[src/strap_gpio_defs.svh]
/*
  Offsets, field positions, select codes and reset values for the strap
  configuration and general-purpose pin block. Assumes word-aligned AHB-Lite
  access; included by bare name.
*/
`ifndef STRAP_GPIO_DEFS_SVH
`define STRAP_GPIO_DEFS_SVH

`define OFS_CFG 6'h00
`define OFS_STRAP 6'h01
`define OFS_PIN_CFG_A 6'h02
`define OFS_PIN_CFG_B 6'h03
`define OFS_PIN_STATE 6'h04
`define OFS_SQUELCH 6'h05

`define CFG_W 10
`define CFG_RST 10'h000
`define CFG_RATE_LSB 0
`define CFG_DDR 2
`define CFG_SERIAL 3
`define CFG_ROLE 4
`define CFG_TXCLK 5
`define CFG_AN 6
`define CFG_RECOV_FREQ 7
`define CFG_SQL_EN 8
`define CFG_DIFF 9

`define RATE_GIG 2'h2
`define REF_25MHZ 2'h2
`define PHY_ADDR_3PIN 5'h04
`define PHY_ADDR_TEST 5'h1F
`define DIFF_EN_15PIN 1'b1
`define MGMT_EN_15PIN 1'b1

`define SEL_HIZ 3'h0
`define SEL_LOW 3'h1
`define SEL_HIGH 3'h2
`define SEL_ALT3 3'h3
`define SEL_PLL 3'h4
`define SEL_RECOV 3'h5
`define SEL_ALT6 3'h6
`define SEL_ALT7 3'h7

`define PIN_CFG_A_RST 15'h0000
`define PIN_CFG_B_RST 16'h0000
`define EDGE_LO_LSB 12
`define EDGE_HI_LSB 14

`define SRC_IRQ_N 0
`define SRC_PLL 1
`define SRC_RECOV 2
`define SRC_RECOV_SQ 3
`define SRC_LINK 4
`define SRC_CRS 5
`define SRC_TE_CLK 6
`define SRC_EVT_ONE 7
`define SRC_EVT_TWO 8

`endif

[src/strap_gpio_pkg.sv]
/*
  Types shared by the strap configuration and general-purpose pin block.
  Assumes nothing of its surroundings.
*/
package strap_gpio_pkg;
  typedef logic [2:0] pin_sel_t;
  typedef enum logic [1:0] {EDGE_RISE, EDGE_FALL, EDGE_BOTH, EDGE_NONE} edge_mode_t;
  typedef enum logic [1:0] {GRP_IRQ_PP, GRP_IRQ_OD, GRP_B, GRP_C} pin_group_t;
endpackage

[src/strap_config_and_gpio_mux.sv]
/*
  Strap capture at reset release, configuration register, and the function
  multiplexer for two output pins and seven two-way pins, behind an
  AHB-Lite slave. Assumes the function sources arrive on hclk; strap and pin
  inputs come from pins and are resynchronised.
*/
`include "strap_gpio_defs.svh"

// Operation
// - strap levels sampled at reset become configuration field reset values
// - all strap pins undriven inputs during reset; drive only when configured
// - collision strap low selects 15-pin mode, high selects 3-pin mode
// - 15-pin: speed, phy address, autoneg, tx clock enable come from straps
// - 15-pin: reference clock rate code from rxd[3:2]
// - 3-pin: gigabit parallel, carrier strap picks GMII or RGMII
// - 3-pin: 25MHz reference, management enabled, phy address 0x04
// - 3-pin: SPI and autoneg on, tx clock out on, diff clock pair off
// - 3-pin: both pin select registers reset to zero
// - 3-pin: second output strap picks SGMII (low) or 1000BASE-X (high)
// - phy address straps all high enter factory test mode
// - two output pins, seven two-way pins, each low, high or undriven
// - 3-bit select per pin: 000 undriven, 001 low, 010 high
// - live two-way pin level readable while pin undriven
// - per-pin latched edge status, edge select for pins 1-3 and 4-7
// - two-way pins 4-7 usable only when parallel mode is not GMII
// - code 011 on first group: active-low interrupt, open drain on two-way
// - code 100 on every pin outputs the 125MHz PLL clock
// - code 101 on first group: recovered clock, never squelched
// - first group: 110 link status, 111 first event generator
// - second group: 011 time engine clock, 110 carrier (two-way pins 4-7: first event), 111 second event
// - second group code 101: recovered clock forced low when squelched
// - squelch from latched loss bits, held until all latched bits clear
module strap_config_and_gpio_mux
  import strap_gpio_pkg::*;
(
  input wire logic hclk,
  input wire logic hresetn,
  input wire logic hsel,
  input wire logic [31:0] haddr,
  input wire logic [1:0] htrans,
  input wire logic hwrite,
  input wire logic [2:0] hsize,
  input wire logic [31:0] hwdata,
  input wire logic hready,
  output logic [31:0] hrdata,
  output logic hreadyout,
  output logic hresp,
  input wire logic strap_col,
  input wire logic strap_crs,
  input wire logic [7:0] strap_rxd,
  input wire logic strap_rx_er,
  input wire logic strap_rx_dv,
  input wire logic strap_txclk,
  input wire logic gp_out_a_i,
  output logic gp_out_a_o,
  output logic gp_out_a_oe,
  input wire logic gp_out_b_i,
  output logic gp_out_b_o,
  output logic gp_out_b_oe,
  input wire logic [6:0] gp_io_i,
  output logic [6:0] gp_io_o,
  output logic [6:0] gp_io_oe,
  input wire logic intr_req_n,
  input wire logic pll_clk_125,
  input wire logic recov_clk,
  input wire logic link_up,
  input wire logic carrier_sense,
  input wire logic time_engine_clk,
  input wire logic event_gen_one,
  input wire logic event_gen_two,
  input wire logic analog_sig_loss,
  input wire logic cdr_sig_loss,
  input wire logic cdr_lock_loss,
  output logic [1:0] par_speed_sel,
  output logic par_ddr_sel,
  output logic serial_type_sel,
  output logic mii_role_sel,
  output logic tx_clk_out_en,
  output logic autoneg_enable,
  output logic recov_clk_freq_sel,
  output logic diff_tx_clk_pair_en,
  output logic [4:0] mgmt_phy_addr,
  output logic [1:0] ref_clk_rate_code,
  output logic strap_mode,
  output logic factory_test_mode,
  output logic spi_enable,
  output logic mdio_enable
);

  localparam int SYNC_W = 22;

  // ---- pin resynchronisers; no reset so straps are already settled at release
  logic [SYNC_W-1:0] pin_raw;
  logic [SYNC_W-1:0] sync1_ff;
  logic [SYNC_W-1:0] sync2_ff;
  logic [SYNC_W-1:0] sync3_ff;
  logic [SYNC_W-1:0] pin_ff;
  logic [6:0] io_prev_ff;

  assign pin_raw = {strap_col, strap_crs, strap_rxd, strap_rx_er, strap_rx_dv, strap_txclk,
                    gp_out_a_i, gp_out_b_i, gp_io_i};

  always_ff @(posedge hclk) begin
    sync1_ff <= pin_raw;
    sync2_ff <= sync1_ff;
    sync3_ff <= sync2_ff;
    // a bit moves only once two stages agree
    pin_ff <= (sync2_ff & sync3_ff) | (pin_ff & (sync2_ff ^ sync3_ff));
    io_prev_ff <= pin_ff[6:0];
  end

  logic s_col, s_crs, s_rx_er, s_rx_dv, s_txclk, s_gpo_a, s_gpo_b;
  logic [7:0] s_rxd;
  logic [6:0] s_io;
  assign {s_col, s_crs, s_rxd, s_rx_er, s_rx_dv, s_txclk, s_gpo_a, s_gpo_b, s_io} = pin_ff;

  // ---- bus slave: writes zero-wait, reads one wait state
  logic [5:0] addr_ff;
  logic wr_pend_ff;
  logic rd_pend_ff;
  logic hreadyout_ff;
  logic [31:0] hrdata_ff;
  logic [31:0] rd_val;
  logic wr_en;

  function automatic logic hit(input logic [5:0] a, input logic [5:0] ofs);
    return a == ofs;
  endfunction

  always_ff @(posedge hclk or negedge hresetn) begin
    if (!hresetn) begin
      addr_ff <= 6'h00;
      wr_pend_ff <= 1'b0;
      rd_pend_ff <= 1'b0;
      hreadyout_ff <= 1'b1;
      hrdata_ff <= 32'h0000_0000;
    end else begin
      wr_pend_ff <= 1'b0;
      if (rd_pend_ff) begin
        hrdata_ff <= rd_val;
        rd_pend_ff <= 1'b0;
        hreadyout_ff <= 1'b1;
      end else if (hreadyout_ff && hready && hsel && htrans[1]) begin
        addr_ff <= haddr[7:2];
        wr_pend_ff <= hwrite;
        rd_pend_ff <= !hwrite;
        hreadyout_ff <= hwrite;
      end
    end
  end

  assign wr_en = wr_pend_ff;
  assign hrdata = hrdata_ff;
  assign hreadyout = hreadyout_ff;
  assign hresp = 1'b0;

  // ---- strap capture and configuration
  logic strap_done_ff;
  logic [`CFG_W-1:0] cfg_ff;
  logic [4:0] phy_addr_ff;
  logic [1:0] ref_code_ff;
  logic mode_ff, test_ff, spi_en_ff, mdio_en_ff;
  logic gmii_mode;

  always_ff @(posedge hclk or negedge hresetn) begin
    if (!hresetn) begin
      strap_done_ff <= 1'b0;
      cfg_ff <= `CFG_RST;
      phy_addr_ff <= 5'h00;
      ref_code_ff <= 2'h0;
      mode_ff <= 1'b0;
      test_ff <= 1'b0;
      spi_en_ff <= 1'b0;
      mdio_en_ff <= 1'b0;
    end else if (!strap_done_ff) begin
      // one-shot capture; afterwards the straps are never looked at again
      strap_done_ff <= 1'b1;
      mode_ff <= s_col;
      test_ff <= {s_rx_er, s_rxd[7:4]} == `PHY_ADDR_TEST;
      cfg_ff <= `CFG_RST;
      cfg_ff[`CFG_DDR] <= s_crs;
      if (s_col) begin
        cfg_ff[`CFG_RATE_LSB +: 2] <= `RATE_GIG;
        cfg_ff[`CFG_SERIAL] <= s_gpo_b;
        cfg_ff[`CFG_AN] <= 1'b1;
        cfg_ff[`CFG_TXCLK] <= 1'b1;
        cfg_ff[`CFG_DIFF] <= 1'b0;
        ref_code_ff <= `REF_25MHZ;
        phy_addr_ff <= `PHY_ADDR_3PIN;
        spi_en_ff <= 1'b1;
        mdio_en_ff <= 1'b1;
      end else begin
        cfg_ff[`CFG_RATE_LSB +: 2] <= s_rxd[1:0];
        // 10/100 MII uses the second output strap for the role, serial stays SGMII
        if (!s_crs && !s_rxd[1])
          cfg_ff[`CFG_ROLE] <= s_gpo_b;
        else
          cfg_ff[`CFG_SERIAL] <= s_gpo_b;
        cfg_ff[`CFG_AN] <= s_rx_dv;
        cfg_ff[`CFG_TXCLK] <= s_txclk;
        cfg_ff[`CFG_DIFF] <= `DIFF_EN_15PIN;
        ref_code_ff <= s_rxd[3:2];
        phy_addr_ff <= {s_rx_er, s_rxd[7:4]};
        spi_en_ff <= `MGMT_EN_15PIN;
        mdio_en_ff <= `MGMT_EN_15PIN;
      end
    end else if (wr_en && hit(addr_ff, `OFS_CFG)) begin
      cfg_ff <= hwdata[`CFG_W-1:0];
    end
  end

  assign gmii_mode = !cfg_ff[`CFG_DDR] && (cfg_ff[`CFG_RATE_LSB +: 2] == `RATE_GIG);

  // ---- pin select registers
  logic [14:0] pin_cfg_a_ff;
  logic [15:0] pin_cfg_b_ff;

  always_ff @(posedge hclk or negedge hresetn) begin
    if (!hresetn) begin
      pin_cfg_a_ff <= `PIN_CFG_A_RST;
      pin_cfg_b_ff <= `PIN_CFG_B_RST;
    end else if (!strap_done_ff) begin
      pin_cfg_a_ff <= `PIN_CFG_A_RST;
      pin_cfg_b_ff <= `PIN_CFG_B_RST;
      // 15-pin: first output strap preloads two-way pin 1 with the PLL clock
      if (!s_col)
        pin_cfg_a_ff[8] <= s_gpo_a;
    end else if (wr_en && hit(addr_ff, `OFS_PIN_CFG_A)) begin
      pin_cfg_a_ff <= hwdata[14:0];
    end else if (wr_en && hit(addr_ff, `OFS_PIN_CFG_B)) begin
      pin_cfg_b_ff <= hwdata[15:0];
    end
  end

  // ---- latched status: set wins over write-one-to-clear
  function automatic logic edge_hit(input edge_mode_t m, input logic prev, input logic cur);
    case (m)
      EDGE_RISE: return !prev && cur;
      EDGE_FALL: return prev && !cur;
      EDGE_BOTH: return prev != cur;
      default: return 1'b0;
    endcase
  endfunction

  logic [6:0] io_edge;
  logic [6:0] io_latch_ff;
  logic [3:0] loss_ff;
  logic [3:0] loss_now;
  logic squelch_active;

  always_comb begin
    for (int i = 0; i < 7; i++) begin
      if (i < 3)
        io_edge[i] = edge_hit(edge_mode_t'(pin_cfg_b_ff[`EDGE_LO_LSB +: 2]), io_prev_ff[i], s_io[i]);
      else
        io_edge[i] = edge_hit(edge_mode_t'(pin_cfg_b_ff[`EDGE_HI_LSB +: 2]), io_prev_ff[i], s_io[i]);
    end
  end

  assign loss_now = {!link_up, cdr_lock_loss, cdr_sig_loss, analog_sig_loss};
  assign squelch_active = |loss_ff;

  always_ff @(posedge hclk or negedge hresetn) begin
    if (!hresetn) begin
      io_latch_ff <= 7'h00;
      loss_ff <= 4'h0;
    end else begin
      if (wr_en && hit(addr_ff, `OFS_PIN_STATE))
        io_latch_ff <= (io_latch_ff & ~hwdata[14:8]) | (io_edge & {7{strap_done_ff}});
      else
        io_latch_ff <= io_latch_ff | (io_edge & {7{strap_done_ff}});
      if (wr_en && hit(addr_ff, `OFS_SQUELCH))
        loss_ff <= (loss_ff & ~hwdata[3:0]) | loss_now;
      else
        loss_ff <= loss_ff | loss_now;
    end
  end

  // ---- read multiplexer
  always_comb begin
    rd_val = 32'h0000_0000;
    case (addr_ff)
      `OFS_CFG: rd_val[`CFG_W-1:0] = cfg_ff;
      `OFS_STRAP: rd_val[10:0] = {mdio_en_ff, spi_en_ff, test_ff, phy_addr_ff, ref_code_ff, mode_ff};
      `OFS_PIN_CFG_A: rd_val[14:0] = pin_cfg_a_ff;
      `OFS_PIN_CFG_B: rd_val[15:0] = pin_cfg_b_ff;
      `OFS_PIN_STATE: rd_val[14:0] = {io_latch_ff, 1'b0, s_io};
      `OFS_SQUELCH: rd_val[5:0] = {link_up, squelch_active, loss_ff};
      default: rd_val = 32'h0000_0000;
    endcase
  end

  // ---- pin function multiplexer; returns {oe, level}
  // clocks pass through a flop on hclk, so they are resampled, not forwarded cleanly
  function automatic logic [1:0] pin_drive(input pin_sel_t sel, input pin_group_t grp,
                                           input logic [8:0] src);
    logic first;
    first = (grp == GRP_IRQ_PP) || (grp == GRP_IRQ_OD);
    case (sel)
      `SEL_HIZ: return 2'b00;
      `SEL_LOW: return 2'b10;
      `SEL_HIGH: return 2'b11;
      `SEL_ALT3: begin
        if (grp == GRP_IRQ_OD) return {!src[`SRC_IRQ_N], 1'b0};
        else if (grp == GRP_IRQ_PP) return {1'b1, src[`SRC_IRQ_N]};
        else return {1'b1, src[`SRC_TE_CLK]};
      end
      `SEL_PLL: return {1'b1, src[`SRC_PLL]};
      `SEL_RECOV: begin
        if (first) return {1'b1, src[`SRC_RECOV]};
        else return {1'b1, src[`SRC_RECOV_SQ]};
      end
      `SEL_ALT6: begin
        if (first) return {1'b1, src[`SRC_LINK]};
        else if (grp == GRP_B) return {1'b1, src[`SRC_CRS]};
        else return {1'b1, src[`SRC_EVT_ONE]};
      end
      `SEL_ALT7: begin
        if (first) return {1'b1, src[`SRC_EVT_ONE]};
        else return {1'b1, src[`SRC_EVT_TWO]};
      end
      default: return 2'b00;
    endcase
  endfunction

  logic [8:0] src;
  logic recov_sq;
  assign recov_sq = recov_clk && !(cfg_ff[`CFG_SQL_EN] && squelch_active);
  assign src = {event_gen_two, event_gen_one, time_engine_clk, carrier_sense, link_up,
                recov_sq, recov_clk, pll_clk_125, intr_req_n};

  logic [1:0] drv_a, drv_b;
  logic [1:0] drv_io [7];

  always_comb begin
    drv_a = pin_drive(pin_sel_t'(pin_cfg_a_ff[2:0]), GRP_IRQ_PP, src);
    drv_b = pin_drive(pin_sel_t'(pin_cfg_a_ff[5:3]), GRP_B, src);
    drv_io[0] = pin_drive(pin_sel_t'(pin_cfg_a_ff[8:6]), GRP_IRQ_OD, src);
    drv_io[1] = pin_drive(pin_sel_t'(pin_cfg_a_ff[11:9]), GRP_B, src);
    drv_io[2] = pin_drive(pin_sel_t'(pin_cfg_a_ff[14:12]), GRP_IRQ_OD, src);
    for (int i = 3; i < 7; i++) begin
      drv_io[i] = pin_drive(pin_sel_t'(pin_cfg_b_ff[3*(i-3) +: 3]), GRP_C, src);
      if (gmii_mode)
        drv_io[i] = 2'b00;
    end
  end

  always_ff @(posedge hclk or negedge hresetn) begin
    if (!hresetn) begin
      {gp_out_a_oe, gp_out_a_o, gp_out_b_oe, gp_out_b_o} <= 4'h0;
      gp_io_oe <= 7'h00;
      gp_io_o <= 7'h00;
    end else if (!strap_done_ff) begin
      {gp_out_a_oe, gp_out_a_o, gp_out_b_oe, gp_out_b_o} <= 4'h0;
      gp_io_oe <= 7'h00;
      gp_io_o <= 7'h00;
    end else begin
      {gp_out_a_oe, gp_out_a_o} <= drv_a;
      {gp_out_b_oe, gp_out_b_o} <= drv_b;
      for (int i = 0; i < 7; i++) begin
        gp_io_oe[i] <= drv_io[i][1];
        gp_io_o[i] <= drv_io[i][0];
      end
    end
  end

  assign par_speed_sel = cfg_ff[`CFG_RATE_LSB +: 2];
  assign par_ddr_sel = cfg_ff[`CFG_DDR];
  assign serial_type_sel = cfg_ff[`CFG_SERIAL];
  assign mii_role_sel = cfg_ff[`CFG_ROLE];
  assign tx_clk_out_en = cfg_ff[`CFG_TXCLK];
  assign autoneg_enable = cfg_ff[`CFG_AN];
  assign recov_clk_freq_sel = cfg_ff[`CFG_RECOV_FREQ];
  assign diff_tx_clk_pair_en = cfg_ff[`CFG_DIFF];
  assign mgmt_phy_addr = phy_addr_ff;
  assign ref_clk_rate_code = ref_code_ff;
  assign strap_mode = mode_ff;
  assign factory_test_mode = test_ff;
  assign spi_enable = spi_en_ff;
  assign mdio_enable = mdio_en_ff;
endmodule // strap_config_and_gpio_mux

[config.mk]
export PLATFORM = sky130hd
export DESIGN_NAME = strap_config_and_gpio_mux
export DESIGN_NICKNAME = d
export VERILOG_FILES = /design/src/strap_gpio_pkg.sv /design/src/strap_config_and_gpio_mux.sv
export VERILOG_INCLUDE_DIRS = /design/src
export SDC_FILE = /design/constraint.sdc
export NUM_CORES = 1
export LEC_CHECK = 0
export BUFFER_PORTS_ARGS = -buffer_cell sky130_fd_sc_hd__buf_2
export CAP_MARGIN = 10
export CELL_PAD_IN_SITES_DETAIL_PLACEMENT = 1
export CELL_PAD_IN_SITES_GLOBAL_PLACEMENT = 1
export CORE_ASPECT_RATIO = 0.6
export CORE_MARGIN = 10
export CORE_UTILIZATION = 35
export CTS_CLUSTER_SIZE = 14
export DETAILED_ROUTE_END_ITERATION = 8
export PLACE_DENSITY = 0.73
export SLEW_MARGIN = 30
export SYNTH_ARGS = -nofsm -noshare
export SYNTH_HDL_FRONTEND = slang
export SYNTH_SLANG_ARGS = --single-unit
[constraint.sdc]
create_clock -name hclk -period 2.35 [get_ports hclk]
set_input_delay 0.235 -clock hclk [delete_from_list [all_inputs] [get_ports hclk]]
set_output_delay 0.235 -clock hclk [all_outputs]
set_load 0.01 [all_outputs]
# After elaboration in Yosys (flattened, before gate mapping)
# Index checks and enable logic that the tools add are counted.
totals:
  out_inout_bits: 72
  reg_bits: 201
  in_bits: 107
op_classes:
  n_reduce_logical: 63
  bitwise_logic: 14
  muxes: 56
  n_eq_ne: 85
ops:
  columns: ["op", "count"]
  rows:
  - ["$pmux W2 S8", 9]
  - ["$eq A3 B3 Y1 const B", 36]
  - ["$eq A3 B2 Y1 const B", 18]
  - ["$mux W16", 3]
  - ["$and A22 B22 Y22", 2]
  - ["$pmux W6 S6", 1]
  - ["$mux W15", 2]
  - ["$eq A3 B1 Y1 const B", 9]
  - ["$logic_not A3 Y1", 9]
  - ["$logic_and A1 B1 Y1", 26]
  - ["$or A22 B22 Y22", 1]
  - ["$xor A22 B22 Y22", 1]
  - ["$logic_not A1 Y1", 21]
  - ["$mux W7", 3]
  - ["$pmux W1 S3", 7]
  - ["$mux W10", 2]
  - ["$pmux W4 S5", 1]
  - ["$mux W1", 17]
  - ["$and A7 B7 Y7", 2]
  - ["$mux W2", 7]
  - ["$or A7 B7 Y7", 2]
  - ["$eq A6 B2 Y1 const B", 2]
  - ["$eq A6 B3 Y1 const B", 2]
  - ["$pmux W4 S3", 1]
  - ["other kinds (20)", 34]

# Logic depth before layout (Yosys ltp)
# Gate-level depths: netlist of run 1.
logic_depth:
  depth_word: 7
  mapped_depth: 8
  depth_no_buf: 6

# Least setup slack after synthesis of run 1
# Ideal clock, no wire load.
synth_path:
  kind: "reg2reg"
  startpoint: "register addr_ff[2]"
  endpoint: "register pin_cfg_a_ff[8]"
  setup_time_ns: 0.151
  path_slack_ns: 0.603
  stages_incl_launch_ff: 9
  arrival_time_ns: 1.597
  path_cell_list: "dfrtp_1 buf_6 nor4_2 buf_4 and4b_1 buf_4 buf_6 nand3b_1 o311ai_0"
synth_between:
  elab_chain_len: 3
synth_lines:
  columns: ["item", "line_no", "rtl"]
  rows:
  - ["start: declaration", "strap_config_and_gpio_mux.sv:118", "logic [5:0] addr_ff;"]
  - ["start signal: assignment", "strap_config_and_gpio_mux.sv:144", "addr_ff <= haddr[7:2];"]
  - ["$eq A6 B2 Y1", "strap_config_and_gpio_mux.sv:127", "return a == ofs;"]
  - ["$logic_and A1 B1 Y1", "strap_config_and_gpio_mux.sv:228", "end else if (wr_en && hit(addr_ff, `OFS_PIN_CFG_A)) begin"]
  - ["$ne A2 B1 Y1 (no source line)", null, null]
  - ["end signal: assignment", "strap_config_and_gpio_mux.sv:223", "pin_cfg_a_ff <= `PIN_CFG_A_RST;"]
  - ["end signal: assignment", "strap_config_and_gpio_mux.sv:227", "pin_cfg_a_ff[8] <= s_gpo_a;"]
  - ["end signal: assignment", "strap_config_and_gpio_mux.sv:229", "pin_cfg_a_ff <= hwdata[14:0];"]
  - ["end: declaration", "strap_config_and_gpio_mux.sv:215", "logic [14:0] pin_cfg_a_ff;"]
# No other way between the ends.
# A chain may end at the register's enable or synchronous reset.

# Worst setup path in the final report of run 1
layout_path:
  startpoint: "register addr_ff[2]"
  endpoint: "register cfg_ff[9]"
layout_between:
  elab_chain_len: 3
layout_lines:
  columns: ["item", "line_no", "rtl"]
  rows:
  - ["$logic_not A6 Y1", "strap_config_and_gpio_mux.sv:127", null]
  - ["$logic_and A1 B1 Y1", "strap_config_and_gpio_mux.sv:207", "end else if (wr_en && hit(addr_ff, `OFS_CFG)) begin"]
  - ["$ne A2 B1 Y1 (no source line)", null, null]
  - ["end signal: indexed assignment", "strap_config_and_gpio_mux.sv:200", "cfg_ff[`CFG_TXCLK] <= s_txclk;"]
  - ["end signal: indexed assignment", "strap_config_and_gpio_mux.sv:201", "cfg_ff[`CFG_DIFF] <= `DIFF_EN_15PIN;"]
  - ["end signal: assignment", "strap_config_and_gpio_mux.sv:208", "cfg_ff <= hwdata[`CFG_W-1:0];"]
  - ["end: declaration", "strap_config_and_gpio_mux.sv:159", "logic [`CFG_W-1:0] cfg_ff;"]
# No other way between the ends.

==> flow_summary.yaml, run 1 <==
outcome:
  outcome: "finished, final reports clean"
routing:
  postRouteWirelength_um: 23900
  drt_drc_violations_left: 0
  initialDrtViolationCount: 437
  route.antenna.remaining_nets: 0
  detailed_route_vias_per_instance: 5.00
  drt_pass_1_iters: 7
  route.vias.total: 5954
  route.detailed.wl_per_inst_um: 20.1
synth:
  synth.lib_cells_used.distinct: 59
  post_synth_main_area_contributors: "dfrtp_1 (33%), dfxtp_1 (24%), ha_1 (5.6%)"
  synth-main-ff-cell: "dfrtp_1"
  synthesis.area_um2: 8060
  postSynthCellCount: 720
  synthArstFlopShare: 0.527
  synth_enable_flop_cells: 0
  sequential_area_share_after_synthesis: 0.566
  synth_top_area_cell: "dfrtp_1"
  ys.warnings.count: 0
  synth.cells.most_frequent: "dfrtp_1 (105), dfxtp_1 (95), nand2_1 (65)"
  synth.ff_latch_count: 201
  netlist.area_leader.share: 0.326
  yosysMostFrequentCell: "dfrtp_1"
  avgSynthCellArea_um2: 11.2
timing:
  hold_violations: 0
  grt_setup_unrepaired: "false"
  final.period_utilization: 0.876
  skew_ns: 0.0212
  totalNegativeSetupSlack_ns: 0
  setup_ws_ns: 0.292
  tightest_slew_ns: 0.682
  finalMaxSlewViolations: 0
  final.min_clock_period_ns: 2.06
  setup_violations: 0
  worst_slew_margin: 0.546
  timing.fmax_mhz: 486
power:
  vdd.ir_drop.worst_mv: 0.449
  cellLeakagePower_nw: 4.55
  fin_total_pwr_mw: 8.87
  power_density_over_the_cells_nw_per_um2: 891
min_path:
  whs_endpoint: "rd_pend_ff$_DFF_PN0_"
  whs_path_depth: 3
  min_delay_worst_type: "in2reg"
  hold_path_startpoint: "hready"
grt:
  grt_start_max_net_pins: 89
  global_route_wire_length_before_repair_um: 37700
  groute.usage.overall: 0.161
  globalRouteOverflowTotal: 0
  antenna_found_initial: 1
  grt_pass1_vias: 6421
clock_network:
  tritoncts: "done"
  cts_htree_levels: 1
  max-clock-path-buffers: 3
  cts_setup_buffers: 0
  tritoncts.num_buffers: 20
  cts_root_buf: "clkbuf_16"
  cts_num_sinks: 201
  clk_pin_slew_worst_setup_hold_paths_ns: 0.07
  hold_buffers: 34
  cts_resized: 0
  insertion_delay_ns: 0.51
floorplanning:
  die_h_um: 138
  core_area_um2: 22300
  die_area_um2: 29700
  die_width_um: 216
  initial_utilization: 0.361
  placementRows: 42
  design.portCount: 179
place:
  preCtsSetupSlack_ns: 0.321
  gp_routability_congestion: 0.819
  dp_cells: 1121
  hpwlAfterDp_um: 17500
  placement.io_buffers: 115
worst_setup_path:
  crit_path_cell_trace: "buf_4, nor4_2, buf_4, and3_1, mux2i_1, mux2i_1"
  regToRegEndpoint: "cfg_ff[9]$_DFFE_PN0P_"
  crit-reg2reg-launch: "addr_ff[2]$_DFFE_PN0P_"
  setup.worst_path.start_class: "register"
  worstPathBufferInverterCount: 2
  worstSetupPathType: "reg2reg"
  worstPathArrival_ns: 2.42
  worst-endpoint-required_ns: 2.72
  cpPeakStageDelay_ns: 0.49
  regToRegSetupSlack_ns: 0.29
  timing.critical_path.fanout_max: 11
  endpoint_kind: "register"
  reg2reg_depth: 6
  crit_path_top_delay_cell: "and3_1"
  crit_family: "simple AND/OR/NAND/NOR gates"
finish:
  diodes: 0
  layout_nets: 1012
  layout-drive-gt1-share: 0.219
  final_cell_count_no_fill: 1191
  area.growth.synth_to_final_pct: 23.5
  filler_cell_count: 2458
flow_run:
  max-cap-violations: 0
[cell type report]
type,count,area [um^2],area share
tap,308,385,0.0387
inverter,24,90.1,0.00906
multi-input combinational,455,3160,0.317
clock inverter,2,46.3,0.00465
sequential,201,4560,0.458
timing repair buffer,167,1080,0.108
clock buffer,34,633,0.0636
[cell usage in the layout, fill, tap and decap left out, types with 3 or more instances in the layout]
master,n
a22oi_1,11
o31a_1,4
nor2_1,34
o21ai_0,34
conb_1,18
nand3b_1,4
a31oi_1,13
a21o_1,25
nor2b_1,23
nand3_1,32
and3_1,3
dlygate4sd3_1,34
clkbuf_16,20
a22o_1,14
clkbuf_1,6
mux2_2,19
clkbuf_8,8
o21a_1,3
nor3_1,12
nand2b_1,8
ha_1,36
o22a_1,6
buf_2,114
a211oi_1,4
a21oi_1,13
nand2_1,65
inv_1,24
dfxtp_1,95
dfrtp_1,104
mux2i_1,38
a221oi_1,3
buf_4,17
[worst max path at each step]
| stage | slack, ns | cells past startpoint | from | endpoint |
|---|---|---|---|---|
| 3_5_place_dp | 0.32 | 6 | addr_ff[2]$_DFFE_PN0P_ | cfg_ff[9]$_DFFE_PN0P_ |
| 5_1_grt | 0.21 | 6 | addr_ff[2]$_DFFE_PN0P_ | cfg_ff[9]$_DFFE_PN0P_ |
| 6_report | 0.29 | 6 | addr_ff[2]$_DFFE_PN0P_ | cfg_ff[9]$_DFFE_PN0P_ |
| 2_1_floorplan | 0.60 | 8 | addr_ff[2]$_DFFE_PN0P_ | pin_cfg_a_ff[8]$_DFFE_PN0P_ |
| 4_1_cts | 0.29 | 6 | addr_ff[2]$_DFFE_PN0P_ | cfg_ff[9]$_DFFE_PN0P_ |
| 3_3_place_gp | 0.42 | 6 | addr_ff[2]$_DFFE_PN0P_ | cfg_ff[9]$_DFFE_PN0P_ |
[sequential cells by signal, indices dropped and copies added (netlist names), 2 cells and up]
name               flops
gp_io_o                7
cfg_ff                10
pin_cfg_b_ff          16
loss_ff                4
gp_io_oe               7
ref_clk_rate_code      2
sync3_ff              22
pin_ff                22
addr_ff                6
sync2_ff              22
hrdata                16
io_prev_ff             7
io_latch_ff            7
pin_cfg_a_ff          15
sync1_ff              22
mgmt_phy_addr          5
[tightest hold or removal path, stage by stage]
cell	delay [ns]
buf_2	0.10
nand2_1	0.08
nor4_1	0.06
[per-stage QoR]
stage          utilization  area, um^2  hold WS (ns)
2_1_floorplan            -        8120       -0.0606
3_3_place_gp         0.400        8930         0.253
3_5_place_dp         0.400        8930         0.254
4_1_cts              0.445        9950        0.0104
5_1_grt              0.445        9950        0.0324
6_report             0.445        9950        0.0207
[per-layer routing]
layer	part of all wire	up-vias	GRT usage
met5	0	-	0
met4	0.011	0	0.0272
met3	0.078	25	0.0458
met2	0.44	158	0.252
met1	0.47	2980	0.221
li1	-	2791	-
[power by group]
part | internal, mW | total (mW) | switching (mW)
clock network | 1.94 | 3.29 | 1.34
registers | 3.80 | 4.12 | 0.327
logic | 0.654 | 1.46 | 0.803
[kinds of logic after synthesis]
| kind of cell | Yosys count | share of synthesized area |
|---|---|---|
| buffers and inverters | 80 | 0.0500 |
| flip-flops | 201 | 0.566 |
| AND/OR/NAND/NOR | 195 | 0.121 |
| other | 2 | 0.000932 |
| AO/OA/AOI/OAI | 147 | 0.127 |
| multiplexers | 59 | 0.0794 |
| adder cells (fa/ha/maj) | 36 | 0.0559 |
No activity file was read; power rests on OpenSTA's default activity.
==> inputs of run 2 (changes only) <==
Settings changed: BUFFER_PORTS_ARGS -buffer_cell sky130_fd_sc_hd__buf_2 to default, DONT_BUFFER_PORTS from default to 1, PLACE_DENSITY 0.73 to 0.64.
==> flow_summary.yaml, run 2 (synthesis results as in run 1) <==
flow_run:
  max-cap-violations: 0
floorplanning:
  die_area_um2: 29700
  core_area_um2: 22300
  placementRows: 42
  die_h_um: 138
  design.portCount: 179
  die_width_um: 216
  initial_utilization: 0.361
finish:
  layout-drive-gt1-share: 0.104
  layout_common_cells: "dfrtp_1 (104), dfxtp_1 (95), nand2_1 (65), dlygate4sd3_1 (51), mux2i_1 (38)"
  layout.cells.most_common: "dfrtp_1"
  layout.core_utilization: 0.429
  filler_cell_count: 2393
  area.growth.synth_to_final_pct: 19.0
  post-route-cell-area_um2: 9580
  layout_nets: 913
  final_cell_count_no_fill: 1094
routing:
  initialDrtViolationCount: 328
  wl_met2_um: 10100
  drt_drc_violations_left: 0
  detailed_route_vias_per_instance: 5.22
  route.vias.total: 5716
  detail_route.wirelength.met1_um: 11900
  postRouteWirelength_um: 23900
  top_layer: "met4"
  route.detailed.wl_per_inst_um: 21.8
  route.antenna.remaining_nets: 0
  drt_pass_1_iters: 5
  dr_wl_met3_um: 1560
clock_network:
  clk_pin_slew_worst_setup_hold_paths_ns: 0.06
  cts_htree_levels: 1
  max-clock-path-buffers: 3
  tritoncts.num_buffers: 21
  cts_num_sinks: 201
  insertion_delay_ns: 0.50
  cts_setup_buffers: 0
  tritoncts: "done"
  cts_root_buf: "clkbuf_16"
  hold_buffers: 51
  cts_resized: 0
power:
  fin_total_pwr_mw: 8.92
  p_clk_frac: 0.395
  sequential_power_share: 0.482
  combinational_group_share_of_total_power: 0.122
  vdd.ir_drop.worst_mv: 0.413
  power_density_over_the_cells_nw_per_um2: 931
  total_switching_power_mw: 2.47
  switching_share: 0.277
  cellLeakagePower_nw: 4.15
  p_int_mw: 6.45
timing:
  final.period_utilization: 0.880
  finalMaxSlewViolations: 0
  tightest_slew_ns: 0.599
  holdWs_ns: -0.574
  hold_violations: 106
  worst_slew_margin: 0.601
  grt_setup_unrepaired: "false"
  skew_ns: 0.00956
  final.min_clock_period_ns: 2.07
  setup_ws_ns: 0.281
  totalNegativeSetupSlack_ns: 0
  timing.fmax_mhz: 483
  setup_violations: 0
place:
  dp_cells: 1004
  placement.io_buffers: 0
  post_dp_cell_area_um2: 8320
  gp_routability_congestion: 0.836
  hpwlAfterDp_um: 17400
  preCtsSetupSlack_ns: 0.370
grt:
  global_route_wire_length_before_repair_um: 36800
  globalRouteOverflowTotal: 0
  grt_start_max_net_pins: 107
  groute.usage.overall: 0.160
  grt_pass1_vias: 5906
  antenna_found_initial: 1
outcome:
  violations_in_the_final_reports: "negative hold slack"
  outcome: "complete, but fails checks"
worst_setup_path:
  timing.critical_path.fanout_max: 6
  endpoint_kind: "register"
  worstPathArrival_ns: 2.42
  worstSetupPathType: "reg2reg"
  setup.worst_path.start_class: "register"
  worst-endpoint-required_ns: 2.70
min_path:
  min_delay_worst_type: "in2async"
## run 2: worst paths after layout
check / start / end / slack (ns) / cells after the start
max in group asynchronous: hresetn / hreadyout$_DFFE_PN1P_ / 2.70 / 0
min in group hclk: pll_clk_125 / gp_io_o[1]$_DFF_PN0_ / 0.02 / 2
hold reg to reg: sync1_ff[7]$_DFF_P_ / sync2_ff[7]$_DFF_P_ / 0.33 / 0
setup reg to reg: loss_ff[1]$_DFF_PN0_ / gp_io_o[5]$_DFF_PN0_ / 0.28 / 5
hold / removal: hresetn / ref_clk_rate_code[0]$_DFFE_PN0N_ / -0.57 / 0
setup / recovery: loss_ff[1]$_DFF_PN0_ / gp_io_o[5]$_DFF_PN0_ / 0.28 / 5
## run 2: power groups by stage
| stage | clock network, mW | registers (mW) | logic (mW) |
|---|---|---|---|
| 5_1_grt | 3.80 | 4.36 | 1.21 |
| 3_5_place_dp | 0 | 4.37 | 0.996 |
| 6_report | 3.53 | 4.30 | 1.09 |
| 3_3_place_gp | 0 | 4.35 | 0.956 |
| 2_1_floorplan | 0 | 4.13 | 0.848 |
| 4_1_cts | 3.64 | 4.30 | 1.10 |
## run 2: area by class of cell
class                   count  area [um^2]  area share
diodes                      1         2.50    0.000261
flip-flops and latches    201         4560       0.476
inverters                  24         90.1     0.00940
multi-input cells         455         3160       0.329
repair buffers             67          643      0.0671
well taps                 308          385      0.0402
clock buffers              30          674      0.0704
clock inverters             8         73.8     0.00770
## run 2: worst max-delay path, cell delays in order, from the launching register on
cell      delay, ns
dfrtp_1        0.40
or4_1          0.65
a21boi_1       0.20
buf_4          0.19
nand3b_1       0.09
a211oi_1       0.40
## run 2: per-layer routing
| layer | up-vias | track usage |
|---|---|---|
| li1 | 2594 | - |
| met3 | 22 | 0.0409 |
| met2 | 149 | 0.238 |
| met1 | 2951 | 0.229 |
| met4 | 0 | 0.0327 |
| met5 | - | 0 |
==> inputs of run 3 (changes only) <==
Settings changed: PLACE_DENSITY 0.64 to 0.56.
==> flow_summary.yaml, run 3 (synthesis results as in run 1) <==
worst_setup_path:
  worstSetupPathType: "reg2reg"
  worstPathArrival_ns: 2.32
  worst-endpoint-required_ns: 2.73
  regToRegSetupSlack_ns: 0.41
  regToRegEndpoint: "io_latch_ff[4]$_DFF_PN0_"
  setup.worst_path.start_class: "register"
  timing.critical_path.fanout_max: 7
  reg2reg_depth: 4
  crit-reg2reg-launch: "addr_ff[5]$_DFFE_PN0P_"
  endpoint_kind: "register"
finish:
  layout.cells.most_common: "dfrtp_1"
  layout_nets: 914
  layout-drive-gt1-share: 0.0955
  layout_common_cells: "dfrtp_1 (104), dfxtp_1 (95), nand2_1 (65), dlygate4sd3_1 (51), mux2i_1 (38)"
  final_cell_count_no_fill: 1094
  multi_input_comb_area_um2: 3160
  post-route-cell-area_um2: 9530
  area_taken_by_flip_flops_and_latches_um2: 4560
  area.growth.synth_to_final_pct: 18.3
  layout.core_utilization: 0.427
  filler_cell_count: 2378
clock_network:
  tritoncts.num_buffers: 21
  cts_setup_buffers: 0
  clk_pin_slew_worst_setup_hold_paths_ns: 0.06
  tritoncts: "done"
  max-clock-path-buffers: 3
  cts_resized: 0
  cts_htree_levels: 1
  cts_root_buf: "clkbuf_16"
  hold_buffers: 51
  cts_num_sinks: 201
  insertion_delay_ns: 0.50
power:
  power_density_over_the_cells_nw_per_um2: 911
  vdd.ir_drop.worst_mv: 0.384
  cellLeakagePower_nw: 4.12
place:
  hpwlAfterDp_um: 17700
  dp_cells: 1005
  post_dp_cell_area_um2: 8340
  placement.io_buffers: 0
  gp_routability_congestion: 0.780
floorplanning:
  design.portCount: 179
  die_width_um: 216
  core_area_um2: 22300
  die_h_um: 138
  initial_utilization: 0.361
  placementRows: 42
  die_area_um2: 29700
routing:
  initialDrtViolationCount: 418
  drt_pass_1_iters: 8
  postRouteWirelength_um: 24700
  route.antenna.remaining_nets: 0
  route.detailed.wl_per_inst_um: 22.5
  detailed_route_vias_per_instance: 5.16
  route.vias.total: 5641
  drt_drc_violations_left: 0
timing:
  final.period_utilization: 0.825
  setup_violations: 0
  skew_ns: 0.00896
  grt_setup_unrepaired: "false"
  totalNegativeSetupSlack_ns: 0
  tightest_slew_ns: 0.640
  finalMaxSlewViolations: 0
  holdWs_ns: -0.571
  final.min_clock_period_ns: 1.94
  worst_slew_margin: 0.573
  hold_violations: 106
  timing.fmax_mhz: 516
outcome:
  outcome: "complete, but fails checks"
  violations_in_the_final_reports: "negative hold slack"
grt:
  grt_start_max_net_pins: 107
  grt_pass1_vias: 5948
  groute.usage.overall: 0.165
  antenna_found_initial: 1
  global_route_wire_length_before_repair_um: 37700
  globalRouteOverflowTotal: 0
min_path:
  min_delay_worst_type: "in2async"
flow_run:
  max-cap-violations: 0
==> run 3: cell types whose count changed in the layout (fill, tap and decap cells not counted) <==
| cell | delta |
|---|---|
| buf_12 | +1 |
| bufinv_16 | -1 |
| clkbuf_1 | +7 |
| clkbuf_16 | -2 |
| clkbuf_8 | +2 |
| clkinv_2 | -3 |
| clkinvlp_4 | -1 |
| inv_4 | -2 |
| inv_6 | -1 |
==> run 3: critical path: stages (launching register included) <==
cell	delay [ns]
dfrtp_1	0.41
or4b_4	0.62
nor4b_4	0.48
nand2_1	0.12
a22o_1	0.19
==> run 3: per-layer routing <==
layer / global-route usage / vias up / share of wire
li1: - / 2602 / -
met1: 0.236 / 2858 / 0.50
met2: 0.242 / 157 / 0.41
met3: 0.0517 / 24 / 0.078
met4: 0.0280 / 0 / 0.012
met5: 0 / - / 0
==> run 3: worst max-delay path by stage <==
stage / endpoint / slack (ns) / start
6_report: io_latch_ff[4]$_DFF_PN0_ / 0.41 / addr_ff[5]$_DFFE_PN0P_
5_1_grt: io_latch_ff[3]$_DFF_PN0_ / 0.33 / addr_ff[5]$_DFFE_PN0P_
4_1_cts: io_latch_ff[4]$_DFF_PN0_ / 0.42 / addr_ff[5]$_DFFE_PN0P_
3_5_place_dp: io_latch_ff[2]$_DFF_PN0_ / 0.43 / addr_ff[5]$_DFFE_PN0P_
3_3_place_gp: io_latch_ff[5]$_DFF_PN0_ / 0.43 / addr_ff[5]$_DFFE_PN0P_
2_1_floorplan: pin_cfg_a_ff[8]$_DFFE_PN0P_ / 0.60 / addr_ff[2]$_DFFE_PN0P_
==> run 3: metrics by stage <==
step	hold slack (ns)	setup slack, ns	total power, mW
final	-0.571	0.412	8.68
after global routing	-0.597	0.332	9.13
after CTS	-0.586	0.419	8.80
after detailed placement	-0.0537	0.435	5.39
after global placement	-0.0543	0.429	5.32
after floorplan	-0.0606	0.603	4.97
==> run 3: layout make-up <==
type / count / area share
Sequential cell: 201 / 0.478
Multi-Input combinational cell: 455 / 0.331
Clock buffer: 37 / 0.0711
Timing Repair Buffer: 68 / 0.0696
Tap cell: 308 / 0.0404
Inverter: 24 / 0.00945
Antenna cell: 1 / 0.000263
==> run 3: power by group <==
group | total [mW] | switching, mW | internal (mW)
clock network | 3.28 | 1.34 | 1.94
registers | 4.30 | 0.505 | 3.80
logic | 1.10 | 0.574 | 0.525
